### src/verilog/ipps_defines.vh
`ifndef IPPS_DEFINES_VH
`define IPPS_DEFINES_VH

// Word indices of the registers (byte address = index * 4).
`define IPPS_IDX_PRIO_B 6'h00
`define IPPS_IDX_CAN 6'h01
`define IPPS_IDX_CTRL 6'h02
`define IPPS_IDX_HIGH_PEND 6'h03
`define IPPS_IDX_LOW_PEND 6'h04

// Field positions in peripheral_priority_select_b.
`define IPPS_B_CMP 3'h6
`define IPPS_B_EE 3'h4
`define IPPS_B_BCL 3'h3
`define IPPS_B_LVD 3'h2
`define IPPS_B_TMR3 3'h1
`define IPPS_B_ECC 3'h0

// Field positions in can_priority_select.
`define IPPS_C_IRX 3'h7
`define IPPS_C_WAK 3'h6
`define IPPS_C_ERR 3'h5
`define IPPS_C_TXB2 3'h4
`define IPPS_C_TXB1 3'h3
`define IPPS_C_TXB0 3'h2
`define IPPS_C_RXB1 3'h1
`define IPPS_C_RXB0 3'h0

// Field position in the control register.
`define IPPS_CTRL_EN 3'h0

// Implemented-bit masks for the two package variants.
`define IPPS_MASK_B_LARGE 8'h5F
`define IPPS_MASK_B_SMALL 8'h1E
`define IPPS_MASK_CAN 8'hFF

// Reset values.
`define IPPS_RST_PRIO_B 8'h5F
`define IPPS_RST_CAN 8'hFF
`define IPPS_RST_CTRL 1'h0

// Number of routed sources.
`define IPPS_NUM_SRC 14

`endif

### src/verilog/ipps_top.v
`timescale 1ns/100ps
`include "ipps_defines.vh"

module ipps_top #(
    parameter LARGE_PACKAGE = 1,
    parameter ADDR_WIDTH = 8
) (
    // Clock and reset.
    input wire pclk,
    input wire presetn,
    // APB slave.
    input wire psel,
    input wire penable,
    input wire pwrite,
    input wire [ADDR_WIDTH-1:0] paddr,
    input wire [31:0] pwdata,
    input wire [3:0] pstrb,
    output wire pready,
    output reg [31:0] prdata,
    output reg pslverr,
    // Peripheral interrupt requests, flag and enable already combined.
    input wire enhanced_capture_req,
    input wire timer3_overflow_req,
    input wire low_voltage_detect_req,
    input wire bus_collision_req,
    input wire eeprom_write_req,
    input wire comparator_req,
    // CAN interrupt requests, flag and enable already combined.
    input wire receive_buffer0_req,
    input wire receive_buffer1_req,
    input wire transmit_buffer0_req,
    input wire transmit_buffer1_req,
    input wire transmit_buffer2_req,
    input wire bus_error_req,
    input wire bus_wakeup_req,
    input wire invalid_message_req,
    // Routed requests towards the vectoring logic.
    output reg [`IPPS_NUM_SRC-1:0] source_high_level,
    output reg [`IPPS_NUM_SRC-1:0] source_low_level,
    output reg high_level_request,
    output reg low_level_request,
    output reg priority_scheme_active
);

    // Implemented bits of the second register depend on the package.
    localparam [7:0] MASK_B = (LARGE_PACKAGE != 0) ? `IPPS_MASK_B_LARGE : `IPPS_MASK_B_SMALL;
    localparam [7:0] RST_B = `IPPS_RST_PRIO_B & MASK_B;

    // Register state.
    reg [7:0] prio_b_reg;
    reg [7:0] prio_b_next;
    reg [7:0] can_reg;
    reg [7:0] can_next;
    reg ctrl_en_reg;
    reg ctrl_en_next;

    // Read path next values.
    reg [31:0] prdata_next;
    reg pslverr_next;

    // Bus decode.
    wire [5:0] word_idx;
    wire setup_phase;
    wire write_access;
    wire lane0_write;
    wire idx_prio_b;
    wire idx_can;
    wire idx_ctrl;
    wire idx_high;
    wire idx_low;
    wire idx_mapped;

    // Source packing and routing.
    wire [`IPPS_NUM_SRC-1:0] src_req;
    wire [`IPPS_NUM_SRC-1:0] src_prio;
    wire [`IPPS_NUM_SRC-1:0] eff_high;
    wire [`IPPS_NUM_SRC-1:0] high_next;
    wire [`IPPS_NUM_SRC-1:0] low_next;

    // Named priority fields of the second register.
    wire comparator_priority;
    wire eeprom_write_priority;
    wire bus_collision_priority;
    wire low_voltage_detect_priority;
    wire timer3_overflow_priority;
    wire enhanced_capture_priority;

    // Named priority fields of the CAN register.
    wire invalid_message_priority;
    wire bus_wakeup_priority;
    wire bus_error_priority;
    wire transmit_buffer2_priority;
    wire transmit_buffer1_priority;
    wire transmit_buffer0_priority;
    wire receive_buffer1_priority;
    wire receive_buffer0_priority;
    wire priority_scheme_enable;

    // Register map. Each register is one aligned 32-bit word and data sits in the low byte, or in bits 13:0 for the two pending words.
    // Index 0 holds peripheral_priority_select_b, readable and writable.
    // Index 1 holds can_priority_select, readable and writable.
    // Index 2 holds the control word, with priority_scheme_enable in bit 0.
    // Index 3 shows the pending sources routed to the high level and is read only.
    // Index 4 shows the pending sources routed to the low level and is read only.
    // Any other index answers with pslverr and leaves every register alone.
    // Writes to the two read-only words are dropped without an error.
    // Only byte lane 0 carries write data; the other strobes are ignored.

    // Source index used by every 14-bit request and routing vector of this block.
    // Bit 0 is the enhanced capture unit.
    // Bit 1 is the timer 3 overflow.
    // Bit 2 is the low-voltage detector.
    // Bit 3 is the bus collision detector.
    // Bit 4 is the EEPROM write completion.
    // Bit 5 is the comparator.
    // Bit 6 is CAN receive buffer 0.
    // Bit 7 is CAN receive buffer 1.
    // Bit 8 is CAN transmit buffer 0.
    // Bit 9 is CAN transmit buffer 1.
    // Bit 10 is CAN transmit buffer 2.
    // Bit 11 is the CAN bus error.
    // Bit 12 is the CAN bus activity wake-up.
    // Bit 13 is the CAN invalid message.

    // Bus timing. Read data and the error answer are latched at the setup edge.
    // They stand through the access phase, so pready can be tied high.
    // A write commits at the access edge, and a read whose setup edge comes later sees it.
    // Software that reads back right after a write therefore needs no extra wait.

    // Routing timing. Every routed output is registered, so a change of a request,
    // of a priority bit or of the enable shows at the outputs one edge later.
    // With the scheme disabled there is only one level, and it is the high one.
    // The low outputs then stay at zero whatever the priority bits hold.

    // Package variants. On the small package the comparator and capture bits do not
    // exist: they are masked on write and on read, so they always read as zero.
    // A comparator source that is still requested there would land on the low level
    // once the scheme is enabled, because its priority bit reads as zero.

    // The slave never inserts wait states.
    assign pready = 1'b1;

    // Address decode on word index; low address bits are ignored.
    assign word_idx = paddr[7:2];
    assign setup_phase = psel & ~penable;
    assign write_access = psel & penable & pwrite;
    assign lane0_write = write_access & pstrb[0];
    assign idx_prio_b = (word_idx == `IPPS_IDX_PRIO_B);
    assign idx_can = (word_idx == `IPPS_IDX_CAN);
    assign idx_ctrl = (word_idx == `IPPS_IDX_CTRL);
    assign idx_high = (word_idx == `IPPS_IDX_HIGH_PEND);
    assign idx_low = (word_idx == `IPPS_IDX_LOW_PEND);
    assign idx_mapped = idx_prio_b | idx_can | idx_ctrl | idx_high | idx_low;

    // Field views of the second register.
    assign comparator_priority = prio_b_reg[`IPPS_B_CMP];
    assign eeprom_write_priority = prio_b_reg[`IPPS_B_EE];
    assign bus_collision_priority = prio_b_reg[`IPPS_B_BCL];
    assign low_voltage_detect_priority = prio_b_reg[`IPPS_B_LVD];
    assign timer3_overflow_priority = prio_b_reg[`IPPS_B_TMR3];
    assign enhanced_capture_priority = prio_b_reg[`IPPS_B_ECC];

    // Field views of the CAN register.
    assign invalid_message_priority = can_reg[`IPPS_C_IRX];
    assign bus_wakeup_priority = can_reg[`IPPS_C_WAK];
    assign bus_error_priority = can_reg[`IPPS_C_ERR];
    assign transmit_buffer2_priority = can_reg[`IPPS_C_TXB2];
    assign transmit_buffer1_priority = can_reg[`IPPS_C_TXB1];
    assign transmit_buffer0_priority = can_reg[`IPPS_C_TXB0];
    assign receive_buffer1_priority = can_reg[`IPPS_C_RXB1];
    assign receive_buffer0_priority = can_reg[`IPPS_C_RXB0];
    assign priority_scheme_enable = ctrl_en_reg;

    // Pack the requests; index order matches the priority vector below.
    assign src_req = {
        invalid_message_req,
        bus_wakeup_req,
        bus_error_req,
        transmit_buffer2_req,
        transmit_buffer1_req,
        transmit_buffer0_req,
        receive_buffer1_req,
        receive_buffer0_req,
        comparator_req,
        eeprom_write_req,
        bus_collision_req,
        low_voltage_detect_req,
        timer3_overflow_req,
        enhanced_capture_req
    };

    // Pack the priority bits in the same order as the requests.
    assign src_prio = {
        invalid_message_priority,
        bus_wakeup_priority,
        bus_error_priority,
        transmit_buffer2_priority,
        transmit_buffer1_priority,
        transmit_buffer0_priority,
        receive_buffer1_priority,
        receive_buffer0_priority,
        comparator_priority,
        eeprom_write_priority,
        bus_collision_priority,
        low_voltage_detect_priority,
        timer3_overflow_priority,
        enhanced_capture_priority
    };

    // Per-source routing: a set bit sends the source to the high level.
    // With the scheme disabled every source lands on the single high level.
    genvar gi;
    generate
        for (gi = 0; gi < `IPPS_NUM_SRC; gi = gi + 1) begin : g_route
            assign eff_high[gi] = priority_scheme_enable ? src_prio[gi] : 1'b1;
            assign high_next[gi] = src_req[gi] & eff_high[gi];
            assign low_next[gi] = src_req[gi] & ~eff_high[gi];
        end
    endgenerate

    // Next values of the writable registers; only byte lane 0 carries data.
    always @* begin
        prio_b_next = prio_b_reg;
        can_next = can_reg;
        ctrl_en_next = ctrl_en_reg;
        if (lane0_write && idx_prio_b) begin
            // Unimplemented bits are masked so they stay zero.
            prio_b_next = pwdata[7:0] & MASK_B;
        end
        if (lane0_write && idx_can) begin
            can_next = pwdata[7:0] & `IPPS_MASK_CAN;
        end
        if (lane0_write && idx_ctrl) begin
            ctrl_en_next = pwdata[`IPPS_CTRL_EN];
        end
    end

    // Register storage; implemented priority bits come up as high priority.
    always @(posedge pclk or negedge presetn) begin
        if (!presetn) begin
            prio_b_reg <= RST_B;
            can_reg <= `IPPS_RST_CAN;
            ctrl_en_reg <= `IPPS_RST_CTRL;
        end else begin
            prio_b_reg <= prio_b_next;
            can_reg <= can_next;
            ctrl_en_reg <= ctrl_en_next;
        end
    end

    // Read mux, evaluated in the setup phase; upper bits read as zero.
    always @* begin
        prdata_next = 32'h0000_0000;
        pslverr_next = 1'b0;
        if (!idx_mapped) begin
            pslverr_next = 1'b1;
        end else if (idx_prio_b) begin
            prdata_next = {24'h00_0000, prio_b_reg & MASK_B};
        end else if (idx_can) begin
            prdata_next = {24'h00_0000, can_reg};
        end else if (idx_ctrl) begin
            prdata_next = {31'h0000_0000, ctrl_en_reg};
        end else if (idx_high) begin
            prdata_next = {18'h0_0000, source_high_level};
        end else begin
            prdata_next = {18'h0_0000, source_low_level};
        end
    end

    // Capture read data and the error answer at the setup edge.
    always @(posedge pclk or negedge presetn) begin
        if (!presetn) begin
            prdata <= 32'h0000_0000;
            pslverr <= 1'b0;
        end else if (setup_phase) begin
            prdata <= pwrite ? 32'h0000_0000 : prdata_next;
            pslverr <= pslverr_next;
        end
    end

    // Registered routing outputs towards the vectoring logic.
    always @(posedge pclk or negedge presetn) begin
        if (!presetn) begin
            source_high_level <= 14'h0000;
            source_low_level <= 14'h0000;
            high_level_request <= 1'b0;
            low_level_request <= 1'b0;
            priority_scheme_active <= 1'b0;
        end else begin
            source_high_level <= high_next;
            source_low_level <= low_next;
            high_level_request <= |high_next;
            low_level_request <= |low_next;
            priority_scheme_active <= priority_scheme_enable;
        end
    end

endmodule

### config.mk
export PLATFORM = sky130hd
export DESIGN_NAME = ipps_top
export DESIGN_NICKNAME = d
export VERILOG_FILES = /design/src/verilog/ipps_top.v
export VERILOG_INCLUDE_DIRS = /design/src /design/src/verilog
export SDC_FILE = /design/constraint.sdc
export NUM_CORES = 1
export LEC_CHECK = 0
export ABC_AREA = 1
export BUFFER_PORTS_ARGS = -buffer_cell sky130_fd_sc_hd__buf_4
export CAP_MARGIN = 20
export CORE_ASPECT_RATIO = 0.75
export CORE_UTILIZATION = 40
export CTS_BUF_LIST = sky130_fd_sc_hd__clkbuf_8
export DETAILED_ROUTE_END_ITERATION = 12
export PLACE_DENSITY = 0.71
export SYNTH_ARGS = -nofsm -noshare
export SYNTH_HDL_FRONTEND = slang
export SYNTH_SLANG_ARGS = --single-unit
### constraint.sdc
create_clock -name pclk -period 1.25 [get_ports pclk]
set_input_delay 0.125 -clock pclk [delete_from_list [all_inputs] [get_ports pclk]]
set_output_delay 0.125 -clock pclk [all_outputs]
set_load 0.005 [all_outputs]
==> results of run 1 <==
[stage by stage]
stage | instances | setup WS [ns] | hold slack (ns) | area, um2
CTS | 605 | -0.0116 | 0.00158 | 4220
floorplan | 388 | 0.0243 | -0.171 | 3090
finish | 605 | -0.0296 | 0.00852 | 4230
global placement | 588 | -0.0555 | 0.0713 | 3990
detailed placement | 588 | -0.0754 | 0.0793 | 3990
global route | 605 | -0.0986 | 0.0121 | 4230
[timing repair]
action                     4_1_cts  5_1_grt
gates cloned                     0        0
hold endpoints to repair        25        0
pin swaps                        5        2
hold buffers                     1        0
setup endpoints to repair        2        2
gates resized for setup         20        4
[power by group through the flow]
stage | combinational, uW | clock (uW) | sequential [uW]
2_1_floorplan | 193 | 0 | 2100
3_3_place_gp | 451 | 0 | 2100
3_5_place_dp | 460 | 0 | 2100
4_1_cts | 479 | 1590 | 2070
5_1_grt | 533 | 1680 | 2070
6_report | 480 | 1560 | 2070
[worst max-delay path: cells and delay by family (launching register included)]
family,cells,cell delay (ns)
flops,1,0.40
simple gates,4,0.44
buf+inv,3,0.27
[layer usage]
layer / global-route usage [%] / share of wire, %
met1: 28.4 / 44
met2: 33.3 / 47
met3: 6.31 / 7.9
met4: 8.00 / 1.5
met5: 0 / 0
[kinds of logic after synthesis]
logic type      Yosys count  share of synthesized area (%)
simple gates            182                           27.9
buf+inv                  92                           14.5
flops                    61                           51.0
compound gates           34                           6.37
other cells               2                          0.248
[cell type report]
class / count / area [um2] / share of cell area [%]
clock buffer: 11 / 151 / 3.58
clock inverter: 5 / 26.3 / 0.621
inverter: 66 / 248 / 5.86
multi-input combinational: 235 / 1160 / 27.4
sequential: 61 / 1540 / 36.5
tap: 101 / 126 / 2.99
timing repair buffer: 126 / 973 / 23.0
[cell usage after synthesis, types with 3 or more instances]
| cell | count | share of area (%) |
|---|---|---|
| nand2_1 | 116 | 14 |
| o21ai_2 | 6 | 1.7 |
| o21ai_0 | 14 | 2.3 |
| o21ai_1 | 6 | 0.99 |
| nor3_1 | 3 | 0.50 |
| dfrtp_1 | 47 | 39 |
| nor2_1 | 15 | 1.9 |
| nand3_1 | 26 | 4.3 |
| dfstp_2 | 14 | 12 |
| nand4_1 | 7 | 1.4 |
| buf_4 | 21 | 5.2 |
| inv_1 | 65 | 8.1 |
| nor2_4 | 5 | 1.9 |
| a21oi_1 | 8 | 1.3 |
[path summary, 6_finish.rpt]
check                                        to  cells after the start
min reg2reg                           prdata[5]                      2
max in group asynchronous            can_reg[0]                      3
max                           low_level_request                      7
min in group asynchronous     low_level_request                      2
min                        source_high_level[2]                      3
max reg2reg                   low_level_request                      7
==> out/qor.tcl, run 1 <==
set qor(outcome) {complete, but fails checks}
set qor(violated_checks) {setup timing}
set qor(h-tree-depth) 3
set qor(route.detailed.wl_per_inst_um) 12.8
set qor(initial_util_pct) 41.3
set qor(pin_count) 128
set qor(critical_path.cell_chain) {inv_2, buf_12, nor2_1, nand2_1, inv_1, nor3_2, nand3_1}
set qor(clock-skew-final_ns) 0.00877
set qor(layout.cells.most_common) {buf_4}
set qor(cell_area_after_technology_mapping_mm2) 0.00303
set qor(power.share.combinational_pct) 11.7
set qor(timing.final.ws_setup_ns) -0.0296
set qor(peakVddDrop_mv) 0.571
set qor(synth.ff_latch_count) 61
set qor(synthToLayoutAreaGrowth_pct) 39.7
set qor(critPathMaxStageDelay_ns) 0.40
set qor(dieArea_mm2) 0.00792
set qor(synthesized_area_per_cell_um2) 8.16
set qor(grt_use_total_pct) 21.5
set qor(worst_ep_arrival_time_ns) 1.49
set qor(largest_fanout_on_the_critical_path) 16
set qor(worstPathRequired_ns) 1.46
set qor(netSwitchingPower_uw) 1040
set qor(drive_gt1_share_pct) 36.3
set qor(clock_power_share_pct) 38.0
set qor(setup-violations-final) 1
set qor(final_core_utilization_pct) 57.7
set qor(gr-total-overflow) 0
set qor(intPower_uw) 3070
set qor(finalSetupTns_ns) -0.0296
set qor(route.antenna.remaining_nets) 0
set qor(seq_power_share_pct) 50.4
set qor(final_cell_mix) {buf_4 (123), nand2_1 (116), inv_1 (65), dfrtp_1 (47), nand3_1 (26)}
set qor(syn_inst) 371
set qor(finalCritPeriodShare_pct) 102
set qor(synth.yosys.warnings) 0
set qor(critical_path.slowest_cell) {dfrtp_1}
set qor(dr.first_iter.drc_count) 175
set qor(maxCapViolations) 0
set qor(numCtsBuffers) 9
set qor(worst_setup_hold_path_clk_slew_ns) 0.07
set qor(die_h_um) 77.3
set qor(post-cts-setup-buffers) 0
set qor(wirelength_mm) 7.73
set qor(dpl.hpwl_mm) 6.01
set qor(reg_top3) {prdata x14, source_high_level x14, source_low_level x14}
set qor(setup_repair_after_global_routing_missed_its_margin) {true}
set qor(grt_pass1_vias) 2677
set qor(gpl_wtd_cong) 0.920
set qor(number_of_max_slew_violations_in_the_final_report) 0
set qor(hold_class) {input port to register}
set qor(yosysUniqueCellTypes) 25
set qor(path_class) {register to register}
set qor(dieWidth_um) 102
set qor(antenna-diode-count) 0
set qor(maximum_number_of_pins_on_one_net_before_global_route_repair) 32
set qor(ys_seq_area_share_pct) 51.0
set qor(power_density_mw_per_mm2) 972
set qor(layout.nets) 562
set qor(synth_edf_count) 0
set qor(swShare_pct) 25.2
set qor(timing.critical_path.to_type) {register}
set qor(fmax_mhz) 782
set qor(vias_per_cell) 4.50
set qor(drc_errors) 0
set qor(cp-startpoint) {ctrl_en_reg}
set qor(cts_root_buf) {clkbuf_8}
set qor(core_area_mm2) 0.00733
set qor(worstHoldStart) {low_voltage_detect_req}
set qor(detailedRoute.firstPassIterationCount) 5
set qor(synthArstFlopShare_pct) 100
set qor(clock-sinks) 61
set qor(ff2ff_setup_slack_ns) -0.03
set qor(final_period_minus_worst_setup_slack_ns) 1.28
set qor(nFillCells) 690
set qor(grt_antenna_before_repair) 0
set qor(clockBufferDepth) 2
set qor(timing_hold_violations_final) 0
set qor(wire_length_of_the_first_global_routing_pass_mm) 12.6
set qor(rows) 27
set qor(critical_path.reg2reg.startpoint) {ctrl_en_reg}
set qor(clock_latency_ns) 0.35
set qor(tritoncts) {done}
set qor(leakage_uw) 0.00248
set qor(overall_via_count_from_detail_route) 2723
set qor(port_buffer_count) 79
set qor(ys_dominant_reg_cell) {dfrtp_1}
set qor(power_uw) 4110
set qor(startpoint_type) {register}
No activity file was read; power rests on OpenSTA's default activity.
==> run 2, diff against run 1 <==
CTS_BUF_LIST = default   (was sky130_fd_sc_hd__clkbuf_8)
==> out/qor.tcl, run 2 (same netlist as run 1, synthesis figures left out) <==
set qor(dpl.hpwl_mm) 6.01
set qor(initial_util_pct) 41.3
set qor(multi_input_comb_area_mm2) 0.00116
set qor(worst_setup_hold_path_clk_slew_ns) 0.07
set qor(clockBufferDepth) 2
set qor(overall_via_count_from_detail_route) 2731
set qor(drc_errors) 0
set qor(timing_hold_violations_final) 0
set qor(numCtsBuffers) 9
set qor(setup_repair_after_global_routing_missed_its_margin) {true}
set qor(critical_path.slowest_cell) {dfrtp_1}
set qor(dieWidth_um) 102
set qor(worstPathRequired_ns) 1.46
set qor(clock-sinks) 61
set qor(finalSetupTns_ns) -0.0221
set qor(place_ws_ns) -0.0754
set qor(fin_area_mm2) 0.00423
set qor(hold_class) {input port to register}
set qor(worst_ep_arrival_time_ns) 1.48
set qor(final_cell_mix) {buf_4 (123), nand2_1 (116), inv_1 (64), dfrtp_1 (47), nand3_1 (26)}
set qor(h-tree-depth) 3
set qor(rows) 27
set qor(peakVddDrop_mv) 0.573
set qor(largest_fanout_on_the_critical_path) 16
set qor(dr.first_iter.drc_count) 174
set qor(violated_checks) {setup timing}
set qor(placedInstanceArea_mm2) 0.00399
set qor(flip_flop_and_latch_area_mm2) 0.00154
set qor(fmax_mhz) 786
set qor(timing.critical_path.to_type) {register}
set qor(numPlacedInstances) 588
set qor(cts_root_buf) {clkbuf_8}
set qor(wirelength_mm) 7.67
set qor(port_buffer_count) 79
set qor(die_h_um) 77.3
set qor(core_area_mm2) 0.00733
set qor(intPower_uw) 3080
set qor(maximum_number_of_pins_on_one_net_before_global_route_repair) 32
set qor(startpoint_type) {register}
set qor(ff2ff_setup_slack_ns) -0.02
set qor(timing.final.ws_setup_ns) -0.0221
set qor(wire_length_of_the_first_global_routing_pass_mm) 12.6
set qor(power.share.combinational_pct) 11.6
set qor(grt_antenna_before_repair) 0
set qor(maxCapViolations) 0
set qor(synthToLayoutAreaGrowth_pct) 39.7
set qor(cpLargestDelayFamily) {simple AND/OR/NAND/NOR gates}
set qor(gpl_wtd_cong) 0.920
set qor(power_density_mw_per_mm2) 973
set qor(layout.nets) 562
set qor(setup-violations-final) 1
set qor(final_period_minus_worst_setup_slack_ns) 1.27
set qor(nFillCells) 690
set qor(grt_use_total_pct) 21.5
set qor(gr-total-overflow) 0
set qor(finalCritPeriodShare_pct) 102
set qor(critPathMaxStageDelay_ns) 0.40
set qor(outcome) {complete, but fails checks}
set qor(detailedRoute.firstPassIterationCount) 5
set qor(critical_path.cell_chain) {inv_2, buf_12, nor2_1, nand2_1, inv_1, nor3_2, nand3_1}
set qor(vias_per_cell) 4.51
set qor(tritoncts) {done}
set qor(path_class) {register to register}
set qor(cp.buffers_inverters) 3
set qor(clock-skew-final_ns) 0.00914
set qor(route.detailed.wl_per_inst_um) 12.7
set qor(instances_no_fill) 605
set qor(pin_count) 128
set qor(reg_top3) {prdata x14, source_high_level x14, source_low_level x14}
set qor(netSwitchingPower_uw) 1030
set qor(leakage_uw) 0.00247
set qor(number_of_max_slew_violations_in_the_final_report) 0
set qor(dieArea_mm2) 0.00792
set qor(seq_power_share_pct) 50.3
set qor(swShare_pct) 25.1
set qor(post-cts-setup-buffers) 0
set qor(clock_power_share_pct) 38.1
set qor(layout.cells.most_common) {buf_4}
set qor(clock_latency_ns) 0.35
set qor(grt_pass1_vias) 2676
set qor(route.antenna.remaining_nets) 0
set qor(antenna-diode-count) 0
set qor(drive_gt1_share_pct) 36.3
-- run 2: changes by cell type in the layout (fill, tap and decap cells not counted), sizes merged --
cell / change
clkbuf: +1
inv: -1
-- run 2: final cells by class --
class,count,area share (%)
clock buffers,12,3.67
inverters,66,5.86
repair buffers,126,23.0
multi-input cells,235,27.4
flip-flops and latches,61,36.5
clock inverters,4,0.533
well taps,101,2.99
-- run 2: power groups by stage --
stage | registers (uW) | logic [uW] | clock network (uW)
after global placement | 2100 | 451 | 0
after CTS | 2070 | 479 | 1600
final | 2070 | 479 | 1570
after global routing | 2070 | 533 | 1690
after detailed placement | 2100 | 460 | 0
after floorplan | 2100 | 193 | 0
-- run 2: final timing paths --
| kind | startpoint | endpoint | depth (start not counted) |
|---|---|---|---|
| setup reg to reg | ctrl_en_reg | low_level_request | 7 |
| min in group asynchronous | presetn | source_high_level[4] | 2 |
| hold / removal | pwdata[2] | prio_b_reg[2] | 3 |
| setup / recovery | ctrl_en_reg | low_level_request | 7 |
| hold reg to reg | prdata[2] | prdata[2] | 2 |
| max in group asynchronous | presetn | can_reg[0] | 3 |
-- run 2: worst register-to-register path, stage by stage (launching register included) --
cell and delay (ns):
dfrtp_1 0.40, inv_2 0.07, buf_12 0.15, nor2_1 0.07, nand2_1 0.05, inv_1 0.05
nor3_2 0.21, nand3_1 0.12
-- run 2: per-layer routing --
metal / GRT usage, % / up-vias / share of wire (%)
met4: 8.00 / 0 / 1.5
met2: 33.3 / 86 / 46
met1: 28.4 / 1279 / 45
met3: 6.31 / 12 / 6.9
li1: - / 1354 / -
met5: 0 / - / 0
-- run 2: metrics by stage --
stage / power (uW) / hold slack (ns) / utilization, %
after detailed placement: 2560 / 0.0793 / 54.4
after global routing: 4290 / 0.0121 / 57.7
after floorplan: 2300 / -0.171 / -
after CTS: 4150 / 0.00158 / 57.5
final: 4120 / 0.00863 / 57.7
after global placement: 2550 / 0.0713 / 54.4
-- run 2: timing repair --
action | in CTS | in global routing
pin swaps | 5 | 2
resized for setup | 20 | 4
setup endpoints to repair | 2 | 2
endpoints found under the hold margin | 25 | 0
hold buffers | 1 | 0
==> run 3, diff against run 2 <==
clock period = 1 ns   (was 1.25 ns; I/O delays follow)
==> out/qor.tcl, run 3 (same netlist as run 1, synthesis figures left out) <==
set qor(worstPathRequired_ns) 1.22
set qor(dr.first_iter.drc_count) 147
set qor(maxCapViolations) 0
set qor(clock-sinks) 61
set qor(rr_worst_depth) 5
set qor(power.share.combinational_pct) 13.8
set qor(grt_pass1_vias) 2596
set qor(cts_root_buf) {clkbuf_8}
set qor(setup_repair_after_global_routing_missed_its_margin) {true}
set qor(numCtsBuffers) 9
set qor(dieArea_mm2) 0.00792
set qor(layout.cells.most_common) {buf_4}
set qor(netSwitchingPower_uw) 1320
set qor(grt_antenna_before_repair) 0
set qor(drive_gt1_share_pct) 46.5
set qor(fin_area_mm2) 0.00470
set qor(violated_checks) {setup timing}
set qor(number_of_max_slew_violations_in_the_final_report) 0
set qor(die_h_um) 77.3
set qor(startpoint_type) {register}
set qor(dpl.hpwl_mm) 6.30
set qor(finalSetupTns_ns) -0.975
set qor(clock-skew-final_ns) 0.0134
set qor(vias_per_cell) 4.59
set qor(placedInstanceArea_mm2) 0.00412
set qor(worst_ep_arrival_time_ns) 1.54
set qor(drc_errors) 0
set qor(r2r_end) {low_level_request}
set qor(outcome) {complete, but fails checks}
set qor(swShare_pct) 25.1
set qor(worstHoldStart) {pwdata[7]}
set qor(clockBufferDepth) 2
set qor(final_cell_mix) {buf_4 (121), nand2_1 (108), inv_1 (53), dfrtp_1 (46), buf_6 (24)}
set qor(setup-violations-final) 12
set qor(wirelength_mm) 8.87
set qor(overall_via_count_from_detail_route) 2894
set qor(wire_length_of_the_first_global_routing_pass_mm) 12.4
set qor(hold_class) {input port to register}
set qor(layout.nets) 587
set qor(finalCritPeriodShare_pct) 132
set qor(dieWidth_um) 102
set qor(path_class) {register to register}
set qor(gpl_wtd_cong) 0.949
set qor(cp-startpoint) {can_reg[5]}
set qor(seq_power_share_pct) 49.5
set qor(ff2ff_setup_slack_ns) -0.32
set qor(clock_latency_ns) 0.35
set qor(synthToLayoutAreaGrowth_pct) 55.2
set qor(timing.critical_path.to_type) {register}
set qor(reg_top3) {prdata x14, source_high_level x14, source_low_level x14}
set qor(timing.hold.ws_ns) 0.00386
set qor(worst_setup_hold_path_clk_slew_ns) 0.06
set qor(power_uw) 5270
set qor(rows) 27
set qor(detailedRoute.firstPassIterationCount) 4
set qor(leakage_uw) 0.00263
set qor(peakVddDrop_mv) 0.957
set qor(initial_util_pct) 41.3
set qor(final_core_utilization_pct) 64.1
set qor(intPower_uw) 3950
set qor(pin_count) 128
set qor(grt_use_total_pct) 21.1
set qor(route.detailed.wl_per_inst_um) 14.1
set qor(clock_power_share_pct) 36.7
set qor(critical_path.reg2reg.startpoint) {can_reg[5]}
set qor(port_buffer_count) 79
set qor(h-tree-depth) 3
set qor(maximum_number_of_pins_on_one_net_before_global_route_repair) 27
set qor(timing_hold_violations_final) 0
set qor(timing.final.ws_setup_ns) -0.321
set qor(power_density_mw_per_mm2) 1120
set qor(fmax_mhz) 757
set qor(endpoint) {low_level_request}
set qor(route.antenna.remaining_nets) 0
set qor(largest_fanout_on_the_critical_path) 2
set qor(tritoncts) {done}
set qor(antenna-diode-count) 0
set qor(gr-total-overflow) 0
set qor(final_period_minus_worst_setup_slack_ns) 1.32
set qor(core_area_mm2) 0.00733
[run 3: changes by cell type in the layout (fill, tap and decap cells not counted), sizes merged]
| cell | previous run | this run |
|---|---|---|
| buf | 125 | 148 |
| clkbuf | 12 | 15 |
| clkinv | 3 | 1 |
| clkinvlp | 1 | 0 |
| dlygate4sd3 | 1 | 3 |
[run 3: how the worst min path moves through the flow]
stage | end | slack [ns] | cells past startpoint
final | can_reg[7] | 0.004 | 3
after global routing | can_reg[7] | 0.01 | 3
after CTS | can_reg[7] | 0.002 | 3
after detailed placement | low_level_request | 0.02 | 1
after global placement | low_level_request | 0.02 | 1
after floorplan | ctrl_en_reg | -0.20 | 0
[run 3: power by group through the flow]
| stage | Combinational (uW) | Clock [uW] | Sequential [uW] |
|---|---|---|---|
| 6_report | 730 | 1940 | 2610 |
| 3_3_place_gp | 606 | 0 | 2640 |
| 5_1_grt | 791 | 2080 | 2610 |
| 4_1_cts | 639 | 1930 | 2600 |
| 2_1_floorplan | 253 | 0 | 2630 |
| 3_5_place_dp | 618 | 0 | 2640 |
[run 3: cell type report]
type	instances	area (um2)
Sequential cell	61	1550
Inverter	66	253
Tap cell	101	126
Multi-Input combinational cell	235	1330
Fill cell	591	2630
Clock inverter	1	5.00
Clock buffer	15	166
Timing Repair Buffer	151	1270
[run 3: repair_timing]
action / in CTS / in global routing
endpoints found under the setup margin: 16 / 48
gates resized for setup: 15 / 66
setup buffers: 1 / 10
hold buffers: 3 / 0
hold endpoints to repair: 63 / 0
cloned: 0 / 0
pin swaps: 3 / 23
[run 3: per-stage QoR]
step	std cells	setup slack [ns]
final	630	-0.321
after global placement	600	-0.219
after detailed placement	600	-0.262
after CTS	620	-0.193
after global routing	630	-0.364
after floorplan	388	-0.115
[run 3: metal layers]
layer / wire length, um / global-route usage (%)
met1: 3730 / 29.4
met2: 4350 / 31.5
met3: 647 / 7.03
met4: 150 / 5.71
met5: 0 / 0
[run 3: critical path: stages, from the launching register on]
cell and delay, ns:
dfstp_2 0.55, inv_2 0.07, nand3_4 0.09, nand4_1 0.17, nor3_2 0.23, nand3_1 0.09
